`src/inc/pag_pkg.sv`:
```
// Package for the port A pin multiplexer block.
// Assumes a 32-bit APB slave on sys_clk; included before the design file.
package pag_pkg;
    // ************************************************************
    // Register map (byte addresses, one aligned word each)
    // ************************************************************
    localparam logic [11:0] PAG_OFF_PINS = 12'h000;  // Pin levels / latch write
    localparam logic [11:0] PAG_OFF_LATCH = 12'h004; // Output latch
    localparam logic [11:0] PAG_OFF_DIR = 12'h008;   // Direction
    localparam logic [11:0] PAG_OFF_CFG = 12'h00C;   // Mux configuration
    // ************************************************************
    // Reset values
    // ************************************************************
    localparam logic [7:0] PAG_LATCH_RST = 8'h00;
    localparam logic [7:0] PAG_DIR_RST = 8'hFF;      // All inputs
    localparam logic [7:0] PAG_ANALOG_RST = 8'h2F;   // Pins 0-3 and 5 analog
    localparam logic [2:0] PAG_OSC_RST = 3'h0;
    // ************************************************************
    // Configuration word field positions
    // ************************************************************
    localparam int PAG_CFG_ANA_LSB = 0;   // Analog select, 8 bits
    localparam int PAG_CFG_C1OE_BIT = 8;  // Comparator one onto pin 4
    localparam int PAG_CFG_C2OE_BIT = 9;  // Comparator two onto pin 5
    localparam int PAG_CFG_REFOE_BIT = 10; // Reference output on pin 2
    localparam int PAG_CFG_OSC_LSB = 12;  // Oscillator mode, 3 bits
    // ************************************************************
    // Oscillator configurations
    // ************************************************************
    typedef enum logic [2:0] {
        PAG_OSC_CRYSTAL = 3'b000,          // Both pins used by oscillator
        PAG_OSC_RC_CLKOUT = 3'b001,        // Pin 6 cycle clock, pin 7 osc
        PAG_OSC_RC_WITH_IO = 3'b010,       // Pin 6 I/O, pin 7 osc
        PAG_OSC_INT_CLKOUT = 3'b011,       // Pin 6 cycle clock, pin 7 I/O
        PAG_OSC_INT_WITH_IO = 3'b100,      // Both pins I/O
        PAG_OSC_EXT_CLKOUT = 3'b101,       // Pin 6 cycle clock, pin 7 osc
        PAG_OSC_EXT_WITH_IO = 3'b110       // Pin 6 I/O, pin 7 osc
    } pag_osc_type;
    // Bundle of pad signals
    typedef struct packed {
        logic [7:0] out;    // Pad output value
        logic [7:0] oe_n;   // Output enable, low drives
        logic [7:0] ie;     // Digital input path enabled
    } pag_pad_type;
endpackage

```
`src/verilog/pag_port.sv`:
```
// Port A pin multiplexer: eight-pin GPIO with analog and peripheral sharing.
// Assumes APB master on sys_clk; pad inputs are asynchronous.
// Overview of operation
// - Output pin drives latch, analog unaffected
// - Input pin port read off when analog; pin 5 still feeds slave select
// - Pins 0-3, 5 analog after reset
// - Pin 4 digital input after reset
// - Reference output kills pin 2 digital
// - Comparator one overrides latch on pin 4
// - Comparator two overrides latch on pin 5
// - Pin 5 input feeds slave select
// - Pin 6 I/O only in three modes
// - Pin 6 outputs quarter clock in clockout modes
// - Pin 7 digital off for external oscillator
// - Unused pins 6, 7 read zero everywhere
// - Don't-care functions override direction bit
// - Port read gives pins, write sets latch
// - Latch read returns latch contents, zero for pins not usable as I/O
// - Direction one tristates, zero drives latch
// - Analog pin reads zero digitally
//
// The APB slave port and the placing of the registers were left to the implementer.
`timescale 1ns/100ps
`default_nettype none
module pag_port (
    input wire logic sys_clk,
    input wire logic srst,
    input wire logic clk_en,
    input wire logic psel,
    input wire logic penable,
    input wire logic pwrite,
    input wire logic [11:0] paddr,
    input wire logic [31:0] pwdata,
    output logic [31:0] prdata,
    output logic pready,
    output logic pslverr,
    input wire logic [7:0] pad_in,
    output logic [7:0] pad_out,
    output logic [7:0] pad_oe_n,
    input wire logic comparator_one_out,
    input wire logic comparator_two_out,
    output logic timer_zero_clock_in,
    output logic slave_select_in
);
    import pag_pkg::*;

    // ************************************************************
    // State
    // ************************************************************
    logic [7:0] latch_r;        // Output latch
    logic [7:0] dir_r;          // Direction, 1 is input
    logic [7:0] analog_r;       // Analog select per pin
    logic c1oe_r;               // Comparator one onto pin 4
    logic c2oe_r;               // Comparator two onto pin 5
    logic refoe_r;              // Reference output on pin 2
    pag_osc_type osc_r;         // Oscillator configuration
    logic [7:0] sync1_r;        // First synchroniser stage
    logic [7:0] sync2_r;        // Second synchroniser stage
    logic [1:0] cyc_r;          // Quarter-rate divider
    logic cyc_clk_r;            // Cycle clock
    pag_pad_type pad_nxt;       // Combined pad drive
    logic [7:0] io_en;          // Pins usable as digital I/O
    logic [7:0] pins_rd;        // Readable pin levels
    logic acc;                  // APB access phase
    logic wr_acc;               // Write access

    // Pin 6 usable as I/O in this mode
    function automatic logic six_io(input pag_osc_type m);
        six_io = (m == PAG_OSC_RC_WITH_IO) || (m == PAG_OSC_INT_WITH_IO) ||
                 (m == PAG_OSC_EXT_WITH_IO);
    endfunction

    // Pin 6 carries cycle clock in this mode
    function automatic logic six_clk(input pag_osc_type m);
        six_clk = (m == PAG_OSC_RC_CLKOUT) || (m == PAG_OSC_INT_CLKOUT) ||
                  (m == PAG_OSC_EXT_CLKOUT);
    endfunction

    // Pin 7 usable as I/O (internal oscillator only)
    function automatic logic seven_io(input pag_osc_type m);
        seven_io = (m == PAG_OSC_INT_CLKOUT) || (m == PAG_OSC_INT_WITH_IO);
    endfunction

    assign acc = psel && penable;
    assign wr_acc = acc && pwrite;

    // ************************************************************
    // Pad synchroniser
    // ************************************************************
    // Two stages before any logic looks at the pins
    always_ff @(posedge sys_clk) begin
        if (srst) begin
            sync1_r <= 8'h00;
            sync2_r <= 8'h00;
        end else if (clk_en) begin
            sync1_r <= pad_in;
            sync2_r <= sync1_r;
        end
    end

    // ************************************************************
    // Pin enables and readback
    // ************************************************************
    // Digital I/O availability per pin
    always_comb begin
        io_en = 8'h3F;
        io_en[6] = six_io(osc_r);
        io_en[7] = seven_io(osc_r);
        if (refoe_r) begin
            io_en[2] = 1'b0;
        end
    end

    // Input path off for analog or disabled pins
    assign pins_rd = sync2_r & pad_nxt.ie;

    // ************************************************************
    // Output latch
    // ************************************************************
    // Port or latch write updates the latch in full
    always_ff @(posedge sys_clk) begin
        if (srst) begin
            latch_r <= PAG_LATCH_RST;
        end else if (clk_en && wr_acc) begin
            if (paddr == PAG_OFF_PINS || paddr == PAG_OFF_LATCH) begin
                latch_r <= pwdata[7:0];
            end
        end
    end

    // ************************************************************
    // Direction register
    // ************************************************************
    always_ff @(posedge sys_clk) begin
        if (srst) begin
            dir_r <= PAG_DIR_RST;
        end else if (clk_en && wr_acc && paddr == PAG_OFF_DIR) begin
            dir_r <= pwdata[7:0];
        end
    end

    // ************************************************************
    // Configuration register
    // ************************************************************
    always_ff @(posedge sys_clk) begin
        if (srst) begin
            analog_r <= PAG_ANALOG_RST;
            c1oe_r <= 1'b0;
            c2oe_r <= 1'b0;
            refoe_r <= 1'b0;
            osc_r <= PAG_OSC_CRYSTAL;
        end else if (clk_en && wr_acc && paddr == PAG_OFF_CFG) begin
            // Only pins 0-3 and 5 can be analog
            analog_r <= pwdata[PAG_CFG_ANA_LSB +: 8] & PAG_ANALOG_RST;
            c1oe_r <= pwdata[PAG_CFG_C1OE_BIT];
            c2oe_r <= pwdata[PAG_CFG_C2OE_BIT];
            refoe_r <= pwdata[PAG_CFG_REFOE_BIT];
            if (pwdata[PAG_CFG_OSC_LSB +: 3] != 3'b111) begin
                osc_r <= pag_osc_type'(pwdata[PAG_CFG_OSC_LSB +: 3]);
            end
        end
    end

    // ************************************************************
    // Cycle clock divider
    // ************************************************************
    // Toggle every two clocks gives a quarter-rate clock
    always_ff @(posedge sys_clk) begin
        if (srst) begin
            cyc_r <= 2'b00;
            cyc_clk_r <= 1'b0;
        end else if (clk_en) begin
            cyc_r <= cyc_r + 2'b01;
            if (cyc_r[0]) begin
                cyc_clk_r <= ~cyc_clk_r;
            end
        end
    end

    // ************************************************************
    // Pad drive mux
    // ************************************************************
    always_comb begin
        pad_nxt.out = latch_r;
        pad_nxt.oe_n = dir_r | ~io_en;
        pad_nxt.ie = io_en & ~analog_r;
        if (c1oe_r) begin
            pad_nxt.out[4] = comparator_one_out;
        end
        if (c2oe_r) begin
            pad_nxt.out[5] = comparator_two_out;
        end
        if (six_clk(osc_r)) begin
            pad_nxt.out[6] = cyc_clk_r;
            pad_nxt.oe_n[6] = 1'b0;
        end
    end

    // Registered pad outputs and peripheral inputs
    always_ff @(posedge sys_clk) begin
        if (srst) begin
            pad_out <= 8'h00;
            pad_oe_n <= 8'hFF;
            timer_zero_clock_in <= 1'b0;
            slave_select_in <= 1'b1;
        end else if (clk_en) begin
            pad_out <= pad_nxt.out;
            pad_oe_n <= pad_nxt.oe_n;
            timer_zero_clock_in <= sync2_r[4];
            if (dir_r[5]) begin
                slave_select_in <= sync2_r[5];
            end else begin
                slave_select_in <= 1'b1;
            end
        end
    end

    // ************************************************************
    // APB slave
    // ************************************************************
    // Zero-wait answers, unmapped addresses flag an error
    always_ff @(posedge sys_clk) begin
        if (srst) begin
            prdata <= 32'h0000_0000;
            pready <= 1'b0;
            pslverr <= 1'b0;
        end else if (clk_en) begin
            pready <= psel && !penable;
            pslverr <= 1'b0;
            prdata <= 32'h0000_0000;
            if (psel && !penable) begin
                if (paddr == PAG_OFF_PINS) begin
                    prdata <= {24'h00_0000, pins_rd};
                end else if (paddr == PAG_OFF_LATCH) begin
                    prdata <= {24'h00_0000,
                               latch_r & io_en};
                end else if (paddr == PAG_OFF_DIR) begin
                    prdata <= {24'h00_0000, dir_r & io_en};
                end else if (paddr == PAG_OFF_CFG) begin
                    prdata <= {17'h0_0000, osc_r, 1'b0, refoe_r, c2oe_r,
                               c1oe_r, analog_r};
                end else begin
                    pslverr <= 1'b1;
                end
            end
        end
    end

    // ************************************************************
    // Assertions
    // ************************************************************
    // Pin 0 has no alternate output, so it shows the latch directly
    a_latch_drive: assert property (
        @(posedge sys_clk) disable iff (srst)
        clk_en && !dir_r[0] ##1 1'b1 |-> pad_out[0] == $past(latch_r[0]))
        else $error("pin 0 not driven from latch");
    a_analog_read: assert property (
        @(posedge sys_clk) disable iff (srst)
        analog_r[0] |-> pins_rd[0] == 1'b0)
        else $error("analog pin reads nonzero");
    // Reset checks look at the first edge after release
    a_reset_analog: assert property (
        @(posedge sys_clk)
        srst ##1 !srst |-> analog_r == PAG_ANALOG_RST)
        else $error("analog reset value wrong");
    a_reset_dir: assert property (
        @(posedge sys_clk)
        srst ##1 !srst |-> dir_r[4] && !analog_r[4])
        else $error("pin 4 not digital input");
    a_ref_off: assert property (
        @(posedge sys_clk) disable iff (srst)
        clk_en && refoe_r ##1 1'b1 |-> pad_oe_n[2])
        else $error("pin 2 driven with reference on");
    a_cmp_one: assert property (
        @(posedge sys_clk) disable iff (srst)
        clk_en && c1oe_r && !dir_r[4] |=>
            pad_out[4] == $past(comparator_one_out))
        else $error("comparator one not on pin 4");
    a_cmp_two: assert property (
        @(posedge sys_clk) disable iff (srst)
        clk_en && c2oe_r && !dir_r[5] |=>
            pad_out[5] == $past(comparator_two_out))
        else $error("comparator two not on pin 5");
    a_seven_zero: assert property (
        @(posedge sys_clk) disable iff (srst)
        !seven_io(osc_r) |-> !pins_rd[7] && !io_en[7])
        else $error("pin 7 visible while oscillator");
    a_latch_write: assert property (
        @(posedge sys_clk) disable iff (srst)
        clk_en && wr_acc && paddr == PAG_OFF_PINS |=>
            latch_r == $past(pwdata[7:0]))
        else $error("port write missed latch");
    // Pin 5 driven by the port must not look like a select
    a_ssel_output: assert property (
        @(posedge sys_clk) disable iff (srst)
        clk_en && !dir_r[5] |=> slave_select_in)
        else $error("slave select active while pin 5 drives");
    a_clk_forced: assert property (
        @(posedge sys_clk) disable iff (srst)
        clk_en && six_clk(osc_r) |=> !pad_oe_n[6])
        else $error("cycle clock pin not driven");
    a_div_toggle: assert property (
        @(posedge sys_clk) disable iff (srst)
        clk_en && cyc_r[0] |=> cyc_clk_r != $past(cyc_clk_r))
        else $error("cycle clock missed a toggle");
    a_seven_off: assert property (
        @(posedge sys_clk) disable iff (srst)
        clk_en && !seven_io(osc_r) |=> pad_oe_n[7])
        else $error("pin 7 driven while oscillator");
    a_dir_tristate: assert property (
        @(posedge sys_clk) disable iff (srst)
        clk_en && dir_r[1] |=> pad_oe_n[1])
        else $error("input pin 1 driven");
    // Read data is chosen at the setup edge
    a_pin_read: assert property (
        @(posedge sys_clk) disable iff (srst)
        clk_en && psel && !penable && paddr == PAG_OFF_PINS |=>
            prdata[7:0] == $past(pins_rd))
        else $error("port read not pin levels");
    a_latch_read: assert property (
        @(posedge sys_clk) disable iff (srst)
        clk_en && psel && !penable && paddr == PAG_OFF_LATCH |=>
            prdata[7:0] == $past(latch_r & io_en))
        else $error("latch read not latch contents");
    // Main scenarios worth seeing once
    c_clkout: cover property (@(posedge sys_clk) six_clk(osc_r) && !pad_oe_n[6]);
    c_cmp_one: cover property (@(posedge sys_clk) c1oe_r && !pad_oe_n[4]);
    c_err: cover property (@(posedge sys_clk) pready && pslverr);
    c_ref_on: cover property (@(posedge sys_clk) refoe_r && pad_oe_n[2]);
    c_ssel_low: cover property (
        @(posedge sys_clk) dir_r[5] && !slave_select_in);
endmodule
`default_nettype wire

```
`config.mk`:
```
export PLATFORM = sky130hd
export DESIGN_NAME = pag_port
export DESIGN_NICKNAME = d
export VERILOG_FILES = /design/src/inc/pag_pkg.sv /design/src/verilog/pag_port.sv
export SDC_FILE = /design/constraint.sdc
export NUM_CORES = 1
export LEC_CHECK = 0
export BUFFER_PORTS_ARGS = -buffer_cell sky130_fd_sc_hd__buf_2
export CAP_MARGIN = 20
export CELL_PAD_IN_SITES_DETAIL_PLACEMENT = 1
export CELL_PAD_IN_SITES_GLOBAL_PLACEMENT = 1
export CORE_MARGIN = 5
export CORE_UTILIZATION = 33
export CTS_CLUSTER_DIAMETER = 30
export DETAILED_ROUTE_END_ITERATION = 7
export PLACE_DENSITY = 0.79
export SKIP_LAST_GASP = 1
export SLEW_MARGIN = 25
export SYNTH_ARGS = -nofsm -noshare
export SYNTH_HDL_FRONTEND = slang
export SYNTH_SLANG_ARGS = --single-unit
```
`constraint.sdc`:
```
create_clock -name sys_clk -period 1.35 [get_ports sys_clk]
set_input_delay 0.0675 -clock sys_clk [delete_from_list [all_inputs] [get_ports sys_clk]]
set_output_delay 0.0675 -clock sys_clk [all_outputs]
set_load 0.03 [all_outputs]
```
==> results of run 1 <==
cells by family after synthesis:
family	share of synthesized area
DFF	0.4704
and+or+nand+nor	0.1961
xor gates and xnor gates	0.005211
muxes	0.1131
buffers and inverters	0.07890
other	0.001115
AOI/OAI and AO/OA	0.1351
worst paths after layout:
check / start / to / slack [ps]
setup / recovery: osc_r[1]$_SDFFE_PP0P_ / pad_oe_n[7]$_SDFFE_PP1P_ / 100
hold / removal: pwdata[7] / latch_r[7]$_SDFFE_PP0P_ / -1
setup reg to reg: osc_r[1]$_SDFFE_PP0P_ / pad_oe_n[7]$_SDFFE_PP1P_ / 100
hold reg to reg: prdata[5]$_SDFFE_PP0P_ / prdata[5]$_SDFFE_PP0P_ / 450
critical path, delay by kind of cell, from the launching register on:
kind / cells / cell delay (ps)
AOI/OAI and AO/OA: 2 / 450
DFF: 1 / 310
and+or+nand+nor: 2 / 260
buffers and inverters: 1 / 150
state kept, by name, indices dropped and copies added (netlist names):
signal	cells
latch_r	8
cyc_clk_r	1
prdata	14
cyc_r	1
osc_r	3
analog_r	5
c2oe_r	1
pready	1
refoe_r	1
dir_r	8
sync2_r	8
pad_oe_n	8
pad_out	8
slave_select_in	1
sync1_r	8
pslverr	1
c1oe_r	1
timer_zero_clock_in	1
where the power goes:
| group | internal, uW | total [uW] | switching, uW |
|---|---|---|---|
| Combinational | 194 | 496 | 302 |
| Sequential | 2370 | 2400 | 25.9 |
| Clock | 1040 | 1920 | 881 |
metrics by stage:
step | setup TNS [ps] | hold WS, ps | utilization
final | 0 | -1.269 | 0.4409
after global routing | -5.612 | 11.07 | 0.4409
after CTS | 0 | 2.081 | 0.4398
after detailed placement | -3556 | 313.2 | 0.3999
after global placement | -1435 | 308.5 | 0.3999
after floorplan | -70.26 | 191.6 | -
what timing repair did:
item / CTS / global route
hold endpoints to repair: 21 / 1
setup endpoints to repair: 0 / 2
hold buffers: 18 / 1
resized for setup: 0 / 2
cells in the mapped netlist (all sizes together) (4+ instances only):
library cell,instances
a211o,14
a21oi,12
a22o,5
a2bb2oi,4
buf,28
clkbuf,11
dfxtp,79
inv,12
mux2i,38
nand2,31
nand2b,4
nand3b,6
nor2,58
nor2b,9
nor3,5
o21ai,11
cell usage in the layout (no fill, tap or decap), types with 4 or more instances in the layout:
cell type and count:
sky130_fd_sc_hd__a21oi_1 12, sky130_fd_sc_hd__nor3_1 5, sky130_fd_sc_hd__clkbuf_8 9, sky130_fd_sc_hd__nand2b_1 4
sky130_fd_sc_hd__inv_1 12, sky130_fd_sc_hd__buf_2 75, sky130_fd_sc_hd__nand3b_1 6, sky130_fd_sc_hd__nor2_1 58
sky130_fd_sc_hd__o21ai_0 9, sky130_fd_sc_hd__conb_1 18, sky130_fd_sc_hd__dfxtp_1 79, sky130_fd_sc_hd__dlygate4sd3_1 19
sky130_fd_sc_hd__a211o_1 14, sky130_fd_sc_hd__a22o_1 5, sky130_fd_sc_hd__buf_4 21, sky130_fd_sc_hd__mux2i_1 38
sky130_fd_sc_hd__a2bb2oi_1 4, sky130_fd_sc_hd__nand2_1 31, sky130_fd_sc_hd__nor2b_1 9
layout make-up:
class / instances / area share
repair buffers: 117 / 0.1755
flip-flops and latches: 79 / 0.3636
multi-input cells: 252 / 0.3633
inverters: 12 / 0.01036
clock buffers: 10 / 0.02934
well taps: 133 / 0.03826
clock inverters: 6 / 0.01956
metal layers:
layer  wire length (um)  track usage
met2               4863       0.2783
met4                204      0.05665
met1               4029       0.1784
met3                573      0.03930
met5                  0            0
==> results.txt, run 1 <==
The final-report max-slew violation count came out at 0. The worst endpoint required time was 1620 ps; the portion of the post-synthesis area used by sequential elements was 0.4704. The area share of the largest cell type after synthesis works out to 0.4704.

Ranked by total cell area, the synthesized netlist is headed by sky130_fd_sc_hd__dfxtp_1 47%, sky130_fd_sc_hd__mux2i_1 11%, sky130_fd_sc_hd__nor2_1 6.5%. The vias per cell is 4.842, and the maximum operating frequency is 0.8018 GHz. The count of nets left with antenna violations once routing finished came out at 0.

Post-route standard cell area excluding fillers: 0.004349 mm^2. For the count of buffers added by post-CTS timing repair for setup, the log shows 0. Counting flops with a built-in enable in the synthesized netlist gives 0.

Walking the worst path, the cells encountered are buf_4, and3b_1, a21oi_1, nor3_1, o21bai_1. The combined global-route utilization of all metal layers was 0.1556. The first TritonRoute pass finished after 4 iterations. No sink is reached through more buffers than the 2 on the longest clock path. Yosys warning count: 0. The area growth from synthesis to layout is 29.36%. The HPWL after detailed placement is 7192 um.

For the number of antenna violations at the first check in global routing, the log shows 0. The final period utilization came out at 0.9238. For this design the ratio of total power to cell area is 1107 mW/mm^2. The clock input transition at the sequential cells of the worst setup and hold paths works out to 90 ps. For the worst-skew pair, the clock arrives at the later sink with an insertion delay of 350 ps. The run gives 1 as the number of hold violations in the final report. TritonCTS built the clock tree.

The mean area per synthesized cell was 9.211 um^2. The kind of critical path was reg2reg. Level count of the clock H-tree: 3.

Setup repair after global routing could not meet its margin everywhere. Across the run, the number of max-cap violations was 0. The worst setup margin came out at 102.8 ps. The biggest area consumer among synthesized cells was sky130_fd_sc_hd__dfxtp_1. The filler cells instantiated in the layout total 1178. The worst-case IR drop observed on VDD is 0.5090 mV. Library cell contributing the largest single delay on the critical path: sky130_fd_sc_hd__dfxtp_1. The detail-routed net length per standard cell came out at 15.88 um. The run finished, with violations left. The number of antenna diodes in the final layout is 0.

TritonCTS created 9 clock buffers. The share of synthesized flip-flops with an asynchronous set or reset is 0, and the maximum fanout count along the critical path is 6. Summing all placed instances gives a cell area of 0.003945 mm^2. The sequential cells in the finished layout cover a total of 0.001582 mm^2. For this run, the slowest stage of the critical path takes 310 ps.

For the overall power consumption, the log shows 4814 uW. Synthesis inferred 79 register bits. The tools report the number of nets in the layout as 531. For the die area, the log shows 0.01231 mm^2.

At the placement stage, the worst setup path has a slack of -194.2 ps. The routed layout has 2949 vias. The worst slew margin relative to its limit is 0.3031, and the multi-input gate area in the final layout is 0.001580 mm^2.

The buffer cell driving the clock tree root is sky130_fd_sc_hd__clkbuf_8. After detailed routing, the total wire length is 9670 um. The count of cells in the finished layout, fillers not included, comes to 609. After floorplanning, the core was sized to cover 0.009864 mm^2. The height of the die is 110.9 um. The fraction of layout instances using a drive strength above 1 was 0.2542; the initial DRC count was 86.

The total congestion overflow was 0; the slew at the pin closest to its max-slew limit was 1042 ps. CTS saw 79 sinks. The number of cell instances on the worst register-to-register path is 5. Entering global routing, the biggest net connects 45 pins. The die is 110.9 um wide. Synthesis produced 365 cells.

The worst path needs 1247 ps of the cycle, external delays included. Yosys mapped the design onto 45 distinct sky130hd cell types. For the last weighted congestion value of the routability-driven placer, the log shows 0.8421. The mapped netlist covers 0.003362 mm^2. Kind of path behind the tightest hold check: in2reg. The worst hold path passes through 3 cells.

Port buffering added 75 buffers. The most used flip-flop cell after synthesis was sky130_fd_sc_hd__dfxtp_1. The hold slack came out at -1.269 ps.

STA classifies the critical path endpoint as a register. Via count of the first global-routing pass: 3145. After detailed placement, the design holds a cell count of 574. Element type at the critical path start: a register. The final reports fail on negative hold slack. 112 I/O pins were placed.

For this design the static power due to leakage is 0.001920 uW. Between clock sinks in the finished design, the worst skew comes to 9.837 ps. Data arrives at the worst endpoint at 1520 ps. In the routed design, unresolved DRC markers number 0. The tools report the cell row count as 36. Setup violations remaining at the end of the flow were counted as 0. The logs give 15640 um for the wire length of the first global-routing pass and 0.3408 for the effective utilization at floorplan.
No activity file was read; power rests on OpenSTA's default activity.
==> inputs of run 2 (changes only) <==
--- a/config.mk
+++ b/config.mk
@@ -14,6 +14,7 @@
 export CTS_CLUSTER_DIAMETER = 30
 export DETAILED_ROUTE_END_ITERATION = 7
 export PLACE_DENSITY = 0.79
+export REMOVE_ABC_BUFFERS = 1
 export SKIP_LAST_GASP = 1
 export SLEW_MARGIN = 25
 export SYNTH_ARGS = -nofsm -noshare
==> run 2 against run 1 <==
The flow now finishes without violations. Flip-flop and latch count stayed put. Clock skew down 3.0 ps. Design area grew 0.60%. Sequential share of layout area down 0.19 points. Setup slack better by 41 ps. Maximum frequency up 3.4%. Utilization is 0.27 points higher. Combinational power grew 3%. Register-to-register slack improved by 40 ps. Non-clock buffer count grew 6.
==> results.txt, run 2 (synthesized netlist as in run 1, its figures left out) <==
The hold slack is 17.19 ps (+18.46 ps), and the antenna diode count is 0 (unchanged). The post-route minimum period was 1207 ps (-40.51 ps); the vias per cell was 4.880 (+0.77%). Top-level I/O count: 112 (unchanged). The number of DRC violations after detailed routing came out at 0 (unchanged).

The maximum fanout count along the critical path is 3 (-3), and the wire length of the first global-routing pass is 16180 um (+3.5%). The run gives 7214 um (+0.31%) as the HPWL after detailed placement. The logs give 143.3 ps (+40.51 ps) for the worst setup margin and -178.8 ps (+15.39 ps) for the pre-CTS worst setup slack. For the number of nets in the layout, the log shows 537 (+1.1%). The clock input transition at the sequential cells of the worst setup and hold paths was 80 ps (about the same). CTS placed an instance of sky130_fd_sc_hd__clkbuf_8 at the clock tree root. Walking the worst path, the cells encountered are inv_1, or4_1, a21oi_1.

The total CTS buffers was 9 (unchanged). The logs give 0.8433 (+0.14%) for the last weighted congestion value of the routability-driven placer and 0.8287 GHz (+3.4%) for the maximum operating frequency. The switching part of the total power is 0.2584 (+0.007239), and the number of search-and-repair iterations in the first detailed-routing pass is 4 (unchanged).

In the layout the commonest cells are 78 x sky130_fd_sc_hd__dfxtp_1, 75 x sky130_fd_sc_hd__buf_2, 58 x sky130_fd_sc_hd__nor2_1. Setup repair after global routing left no endpoint under its margin. The area growth from synthesis to layout is 30.15%.

The critical path capture point type is a register. The total congestion overflow came out at 0 (unchanged). The worst setup path is of the reg2reg kind. The detail-routed net length per standard cell was 15.93 um (+0.32%). The logs give 0 (unchanged) for the post-route antenna net violation count and 0 (unchanged) for the number of antenna violations at the first check in global routing.

TritonCTS built the clock tree. The run gives 3 (unchanged) as the level count of the clock H-tree. The tools report the total routed wirelength as 9797 um (+1.3%). The tools report the via count of the first global-routing pass as 3242 (+3.1%).

The quantity of I/O buffers inserted on ports came out at 75 (unchanged). The combined global-route utilization of all metal layers was 0.1609 (+0.005290). The flow ran to the end, and the final reports show no timing, DRC or antenna violations. The run gives 0.001583 mm^2 (about the same) as the combined flip-flop and latch cell area. The number of max-capacitance violations reported was 0 (unchanged). Kind of path behind the tightest hold check: in2reg. Final-report max-slew violation count: 0 (unchanged). The cell row count was 36 (unchanged). Clock latency on the worst-skew pair: 350 ps (about the same). Worst slew margin relative to its limit: 0.3662 (+0.06313). The tools report the total number of vias as 3001 (+1.8%). The run gives 0 ps (unchanged) as the final sum of negative setup slack. Register ranked first by flip-flop count: prdata. Power density of the placed cells: 1073 mW/mm^2 (-3.0%). The share of power burned in combinational logic came out at 0.109 (+0.006). Final period utilization: 0.8938 (-0.03001). Number of hold violations in the final report: 0 (-1). Fraction of layout instances using a drive strength above 1: 0.2656 (+0.01136). The count of endpoints failing setup in the final report is 0 (unchanged), and the delay contributed by the slowest stage of the critical path is 530 ps (+220 ps). The height of the die is 110.9 um (unchanged). The effective utilization at floorplan was 0.3408 (unchanged).

The number of buffer and inverter stages on the critical path was 1 (unchanged); the clock network fraction of design power was 0.380 (-0.018). The tools report the portion of total power attributed to sequential cells as 0.511 (+0.012). The largest net degree at the start of global routing was 34 (-24%); the final clock skew was 6.811 ps (-3.025 ps). Count of buffers added by post-CTS timing repair for setup: 0 (unchanged). The most frequent standard cell in the layout excluding fill and tap cells was sky130_fd_sc_hd__dfxtp_1.

The number of filler instances in the final layout was 1171 (-0.59%). Final cell utilization of the core: 0.4436 (+0.002664). The run gives 1490 ps (-30 ps) as the data arrival at the endpoint of the critical path. Element type at the critical path start: a register. Overall power consumption: 4696 uW (-2.4%).

The slew at the pin closest to its max-slew limit was 947.2 ps (-94.35 ps); the net switching component of the power was 1213 uW (+0.37%). The die area was 0.01231 mm^2 (unchanged); the number of clock sinks was 79 (unchanged). The maximum clock insertion buffer count was 2 (unchanged).

The maximum vdd drop was 0.5389 mV (+5.9%). The run gives 0.001585 mm^2 (+0.32%) as the multi-input gate area in the final layout. The cell family contributing the most delay on the critical path was simple AND/OR/NAND/NOR gates. Worst endpoint required time: 1630 ps (about the same).

The internal power is 3483 uW (-3.4%), and the initial DRC count is 108 (+26%). The library cell contributing the largest single delay on the critical path was sky130_fd_sc_hd__or4_1. The x dimension of the die was 110.9 um (unchanged); the standby leakage power was 0.001940 uW (+1.1%). The placeable core area came out at 0.009864 mm^2 (unchanged).

Flip-flop count of the largest register, all copies and words added: 14 (unchanged).
-- run 2: layout make-up --
| cell class | count | share of cell area |
|---|---|---|
| sequential | 79 | 0.3617 |
| clock buffer | 11 | 0.03231 |
| clock inverter | 5 | 0.01287 |
| multi-input combinational | 252 | 0.3623 |
| tap | 133 | 0.03803 |
| inverter | 12 | 0.01029 |
| timing repair buffer | 123 | 0.1824 |
-- run 2: timing repair --
| item | 4_1_cts | 5_1_grt |
|---|---|---|
| setup endpoints to repair | 0 | 2 |
| gates resized for setup | 0 | 3 |
| endpoints found under the hold margin | 23 | 0 |
| hold buffers | 20 | 0 |
-- run 2: through the flow --
step	area (um^2)	std cells
floorplan	3206	343
global placement	3970	579
detailed placement	3970	579
CTS	4368	615
global route	4375	615
finish	4375	615
-- run 2: power groups by stage --
stage               clock network (uW)  logic (uW)  registers, uW
finish                            1780         511           2400
global route                      1920         554           2410
CTS                               1850         510           2400
detailed placement                   0         463           2460
global placement                     0         448           2450
floorplan                            0         195           2480
-- run 2: per-layer routing --
layer	global-route usage	share of wire
met1	0.1887	0.43
met4	0.03530	0.0095
met5	0	0
met2	0.2763	0.48
met3	0.06496	0.075
-- run 2: path summary, 6_finish.rpt --
check | startpoint | endpoint | slack [ps] | cells after the start
hold / removal | pwdata[12] | osc_r[0]$_SDFFE_PP0P_ | 20 | 3
setup reg to reg | c1oe_r$_SDFFE_PP0P_ | prdata[8]$_SDFFE_PP0P_ | 140 | 3
hold reg to reg | prdata[5]$_SDFFE_PP0P_ | prdata[5]$_SDFFE_PP0P_ | 460 | 2
setup / recovery | c1oe_r$_SDFFE_PP0P_ | prdata[8]$_SDFFE_PP0P_ | 140 | 3
-- run 2: worst min-delay path: stages --
cell and delay (ps):
sky130_fd_sc_hd__buf_2 110, sky130_fd_sc_hd__nor2_1 100, sky130_fd_sc_hd__nor3_1 50
==> inputs of run 3 (changes only) <==
--- a/config.mk
+++ b/config.mk
@@ -10,10 +10,11 @@
 export CELL_PAD_IN_SITES_DETAIL_PLACEMENT = 1
 export CELL_PAD_IN_SITES_GLOBAL_PLACEMENT = 1
 export CORE_MARGIN = 5
-export CORE_UTILIZATION = 33
+export CORE_UTILIZATION = 35
+export CTS_BUF_LIST = sky130_fd_sc_hd__clkbuf_4
 export CTS_CLUSTER_DIAMETER = 30
 export DETAILED_ROUTE_END_ITERATION = 7
-export PLACE_DENSITY = 0.79
+export PLACE_DENSITY = 0.83
 export REMOVE_ABC_BUFFERS = 1
 export SKIP_LAST_GASP = 1
 export SLEW_MARGIN = 25
==> run 3 against run 2 <==
Register-to-register slack lost 50 ps. Count of clock-buffer cells in the layout decreased by 1. Global-route usage grew 0.91 points. Clock power decreased by 20%. Setup slack lost 55 ps. Design area is 0.23% higher. Combinational power rose by 2%. Final cell count is the same. Sequential share of layout area decreased by 0.11 points. Critical path type unchanged.
==> results.txt, run 3 (synthesized netlist as in run 1, its figures left out) <==
Internal reg-to-reg setup slack: 90 ps (-50 ps). The run gives 0 (unchanged) as the number of antenna violations at the first check in global routing. The x dimension of the die was 108.0 um (-2.6%). The combined flip-flop and latch cell area was 0.001582 mm^2 (about the same). The run gives 95.76 ps (+78.57 ps) as the hold slack. The tree is rooted in a sky130_fd_sc_hd__clkbuf_4. The element type at the critical path start is a register. Reg-to-reg critical path endpoint: pad_oe_n[7]$_SDFFE_PP1P_.

The critical path depth was 4 (+1); the placed cell area was 0.003990 mm^2 (+0.50%). The internal power is 3163 uW (-9.2%), and the largest net degree at the start of global routing is 52 (+53%). The tools report the source of the worst hold timing path as clk_en.

STA classifies the critical path endpoint as a register. Walking the worst path, the cells encountered are nor2_1, a21oi_1, nor3_1, o21bai_1. The logs give 430 ps (+80 ps) for the clock latency on the worst-skew pair and 0.329 (-0.051) for the clock network fraction of design power. The height of the die is 108.0 um (-2.6%), and the post-route standard cell area excluding fillers is 0.004385 mm^2 (+0.23%). The via count of the first global-routing pass was 3185 (-1.8%); the top-level I/O count was 112 (unchanged).

The area growth from synthesis to layout is 30.44%. The clock input transition at the sequential cells of the worst setup and hold paths was 140 ps (+60 ps). The total routed wirelength was 9810 um (+0.13%); the final-report max-slew violation count was 0 (unchanged). The count of endpoints failing setup in the final report was 0 (unchanged).

The number of max-capacitance violations reported came out at 0 (unchanged). The final period utilization works out to 0.9344 (+0.04055). The number of DRC violations after detailed routing was 0 (unchanged).

The HPWL after detailed placement was 7207 um (-0.10%). The most frequent standard cell in the layout excluding fill and tap cells is sky130_fd_sc_hd__dfxtp_1. The flip-flop count of the largest register, all copies and words added works out to 14 (unchanged).

The fraction of layout instances using a drive strength above 1 was 0.2613 (-0.004243). The logs give 9 (unchanged) for the total CTS buffers and 575 (-0.69%) for the total instance count after detailed placement. The post-route minimum period works out to 1261 ps (+54.74 ps).

The run gives 0 (unchanged) as the total congestion overflow. For hold timing, the worst endpoint is pad_oe_n[4]$_SDFFE_PP1P_. For the level count of the clock H-tree, the log shows 3 (unchanged). Among cell families on the critical path, the largest total delay comes from flip-flops. For the portion of total power attributed to sequential cells, the log shows 0.552 (+0.041). The flow ran to the end, and the final reports show no timing, DRC or antenna violations. Setup repair after global routing could not meet its margin everywhere. The library cell contributing the largest single delay on the critical path is sky130_fd_sc_hd__dfxtp_1. For the net switching component of the power, the log shows 1189 uW (-2.0%).

The tools report the placeable core area as 0.009284 mm^2 (-5.9%). The non-filler instance count after layout came out at 615 (unchanged). In the layout the commonest cells are 79 x sky130_fd_sc_hd__dfxtp_1, 75 x sky130_fd_sc_hd__buf_2, 58 x sky130_fd_sc_hd__nor2_1. The die area is 0.01167 mm^2 (-5.2%), and the number of cell instances on the worst register-to-register path is 4 (+1).

Number of filler instances in the final layout: 1133 (-3.2%). The tools report the count of buffers added by post-CTS timing repair for setup as 0 (unchanged). The maximum clock insertion buffer count was 2 (unchanged). The run gives 0.1700 (+0.009071) as the combined global-route utilization of all metal layers. Number of buffer and inverter stages on the critical path: 0 (-1). The share of power burned in combinational logic is 0.119 (+0.010), and the multi-input gate area in the final layout is 0.001598 mm^2 (+0.79%).

The number of nets in the layout came out at 541 (+0.74%). The number of clock sinks came out at 79 (unchanged). The maximum vdd drop is 0.4187 mV (-22%). The vias per cell works out to 4.857 (-0.47%). The delay contributed by the slowest stage of the critical path works out to 560 ps (+30 ps).

The number of search-and-repair iterations in the first detailed-routing pass was 4 (unchanged). The logs give 0 (unchanged) for the antenna diode count and 2987 (-0.47%) for the total number of vias. The tools report the final clock skew as 19.43 ps (+12.61 ps).

Maximum fanout count along the critical path: 8 (+5). The critical path is of the reg2reg type. The detail-routed net length per standard cell came out at 15.95 um (+0.13%). The number of cells on the worst hold path was 3 (unchanged); the post-route antenna net violation count was 0 (unchanged). The maximum operating frequency was 0.7928 GHz (-4.3%).

The logs give 1620 ps (+130 ps) for the data arrival at the endpoint of the critical path and 15660 um (-3.2%) for the wire length of the first global-routing pass. The run gives 0.8322 (-1.3%) as the last weighted congestion value of the routability-driven placer. The number of hold violations in the final report is 0 (unchanged), and the switching part of the total power is 0.2732 (+0.01481). The worst hold path belongs to the class in2reg. The quantity of I/O buffers inserted on ports is 75 (unchanged), and the effective utilization at floorplan is 0.3621 (+0.02131). In this run the critical register-to-register path is launched from osc_r[0]$_SDFFE_PP0P_. TritonCTS built the clock tree. The initial DRC count came out at 84 (-22%). Register ranked first by flip-flop count: prdata. The standby leakage power came out at 0.001936 uW (-0.19%). The run gives 1710 ps (+80 ps) as the worst endpoint required time. For the overall power consumption, the log shows 4352 uW (-7.3%). The cell row count came out at 35 (-2.8%). The final cell utilization of the core is 0.4724 (+0.02882), and the power density of the placed cells is 992.5 mW/mm^2 (-7.5%).
run 3: what timing repair did:
item	in CTS	in global routing
hold buffers	24	0
setup endpoints to repair	1	1
gates resized for setup	2	2
hold endpoints to repair	35	0
run 3: worst min-delay path, cell delays in order:
cell	delay (ps)
sky130_fd_sc_hd__buf_2	190
sky130_fd_sc_hd__and2_1	160
sky130_fd_sc_hd__a211o_1	90
run 3: power groups by stage:
stage               sequential (uW)  combinational, uW  clock, uW
finish                         2400                519       1430
global placement               2450                446          0
detailed placement             2460                461          0
CTS                            2400                519       1460
global route                   2410                564       1560
floorplan                      2480                195          0
run 3: routing by layer:
metal  vias up  global-route usage  part of all wire  wire, um
met5         -                   0                 0         0
met4         0             0.05500             0.013       124
met3        14             0.04597             0.069       677
met2        83              0.2891              0.48      4707
met1      1435              0.2088              0.44      4301
li1       1455                   -                 -         -
run 3: through the flow:
| stage | setup slack, ps | setup TNS, ps |
|---|---|---|
| CTS | 51.19 | 0 |
| finish | 88.61 | 0 |
| floorplan | -56.33 | -540.6 |
| global route | -19.75 | -19.75 |
| global placement | -134.7 | -1817 |
| detailed placement | -195.6 | -3675 |
run 3: area by class of cell:
cell class / instances / area share
multi-input cells: 252 / 0.3643
flip-flops and latches: 79 / 0.3606
repair buffers: 127 / 0.1969
well taps: 129 / 0.03680
clock buffers: 10 / 0.01712
clock inverters: 6 / 0.01398
inverters: 12 / 0.01027
run 3: how the worst max path moves through the flow:
stage | startpoint | endpoint | slack, ps
after CTS | dir_r[6]$_SDFFE_PP1P_ | prdata[6]$_SDFFE_PP0P_ | 50
after floorplan | paddr[5] | dir_r[0]$_SDFFE_PP1P_ | -60
after global routing | osc_r[0]$_SDFFE_PP0P_ | pad_out[6]$_SDFFE_PP0P_ | -20
final | osc_r[0]$_SDFFE_PP0P_ | pad_oe_n[7]$_SDFFE_PP1P_ | 90
after global placement | paddr[9] | prdata[4]$_SDFFE_PP0P_ | -130
after detailed placement | paddr[5] | prdata[2]$_SDFFE_PP0P_ | -200
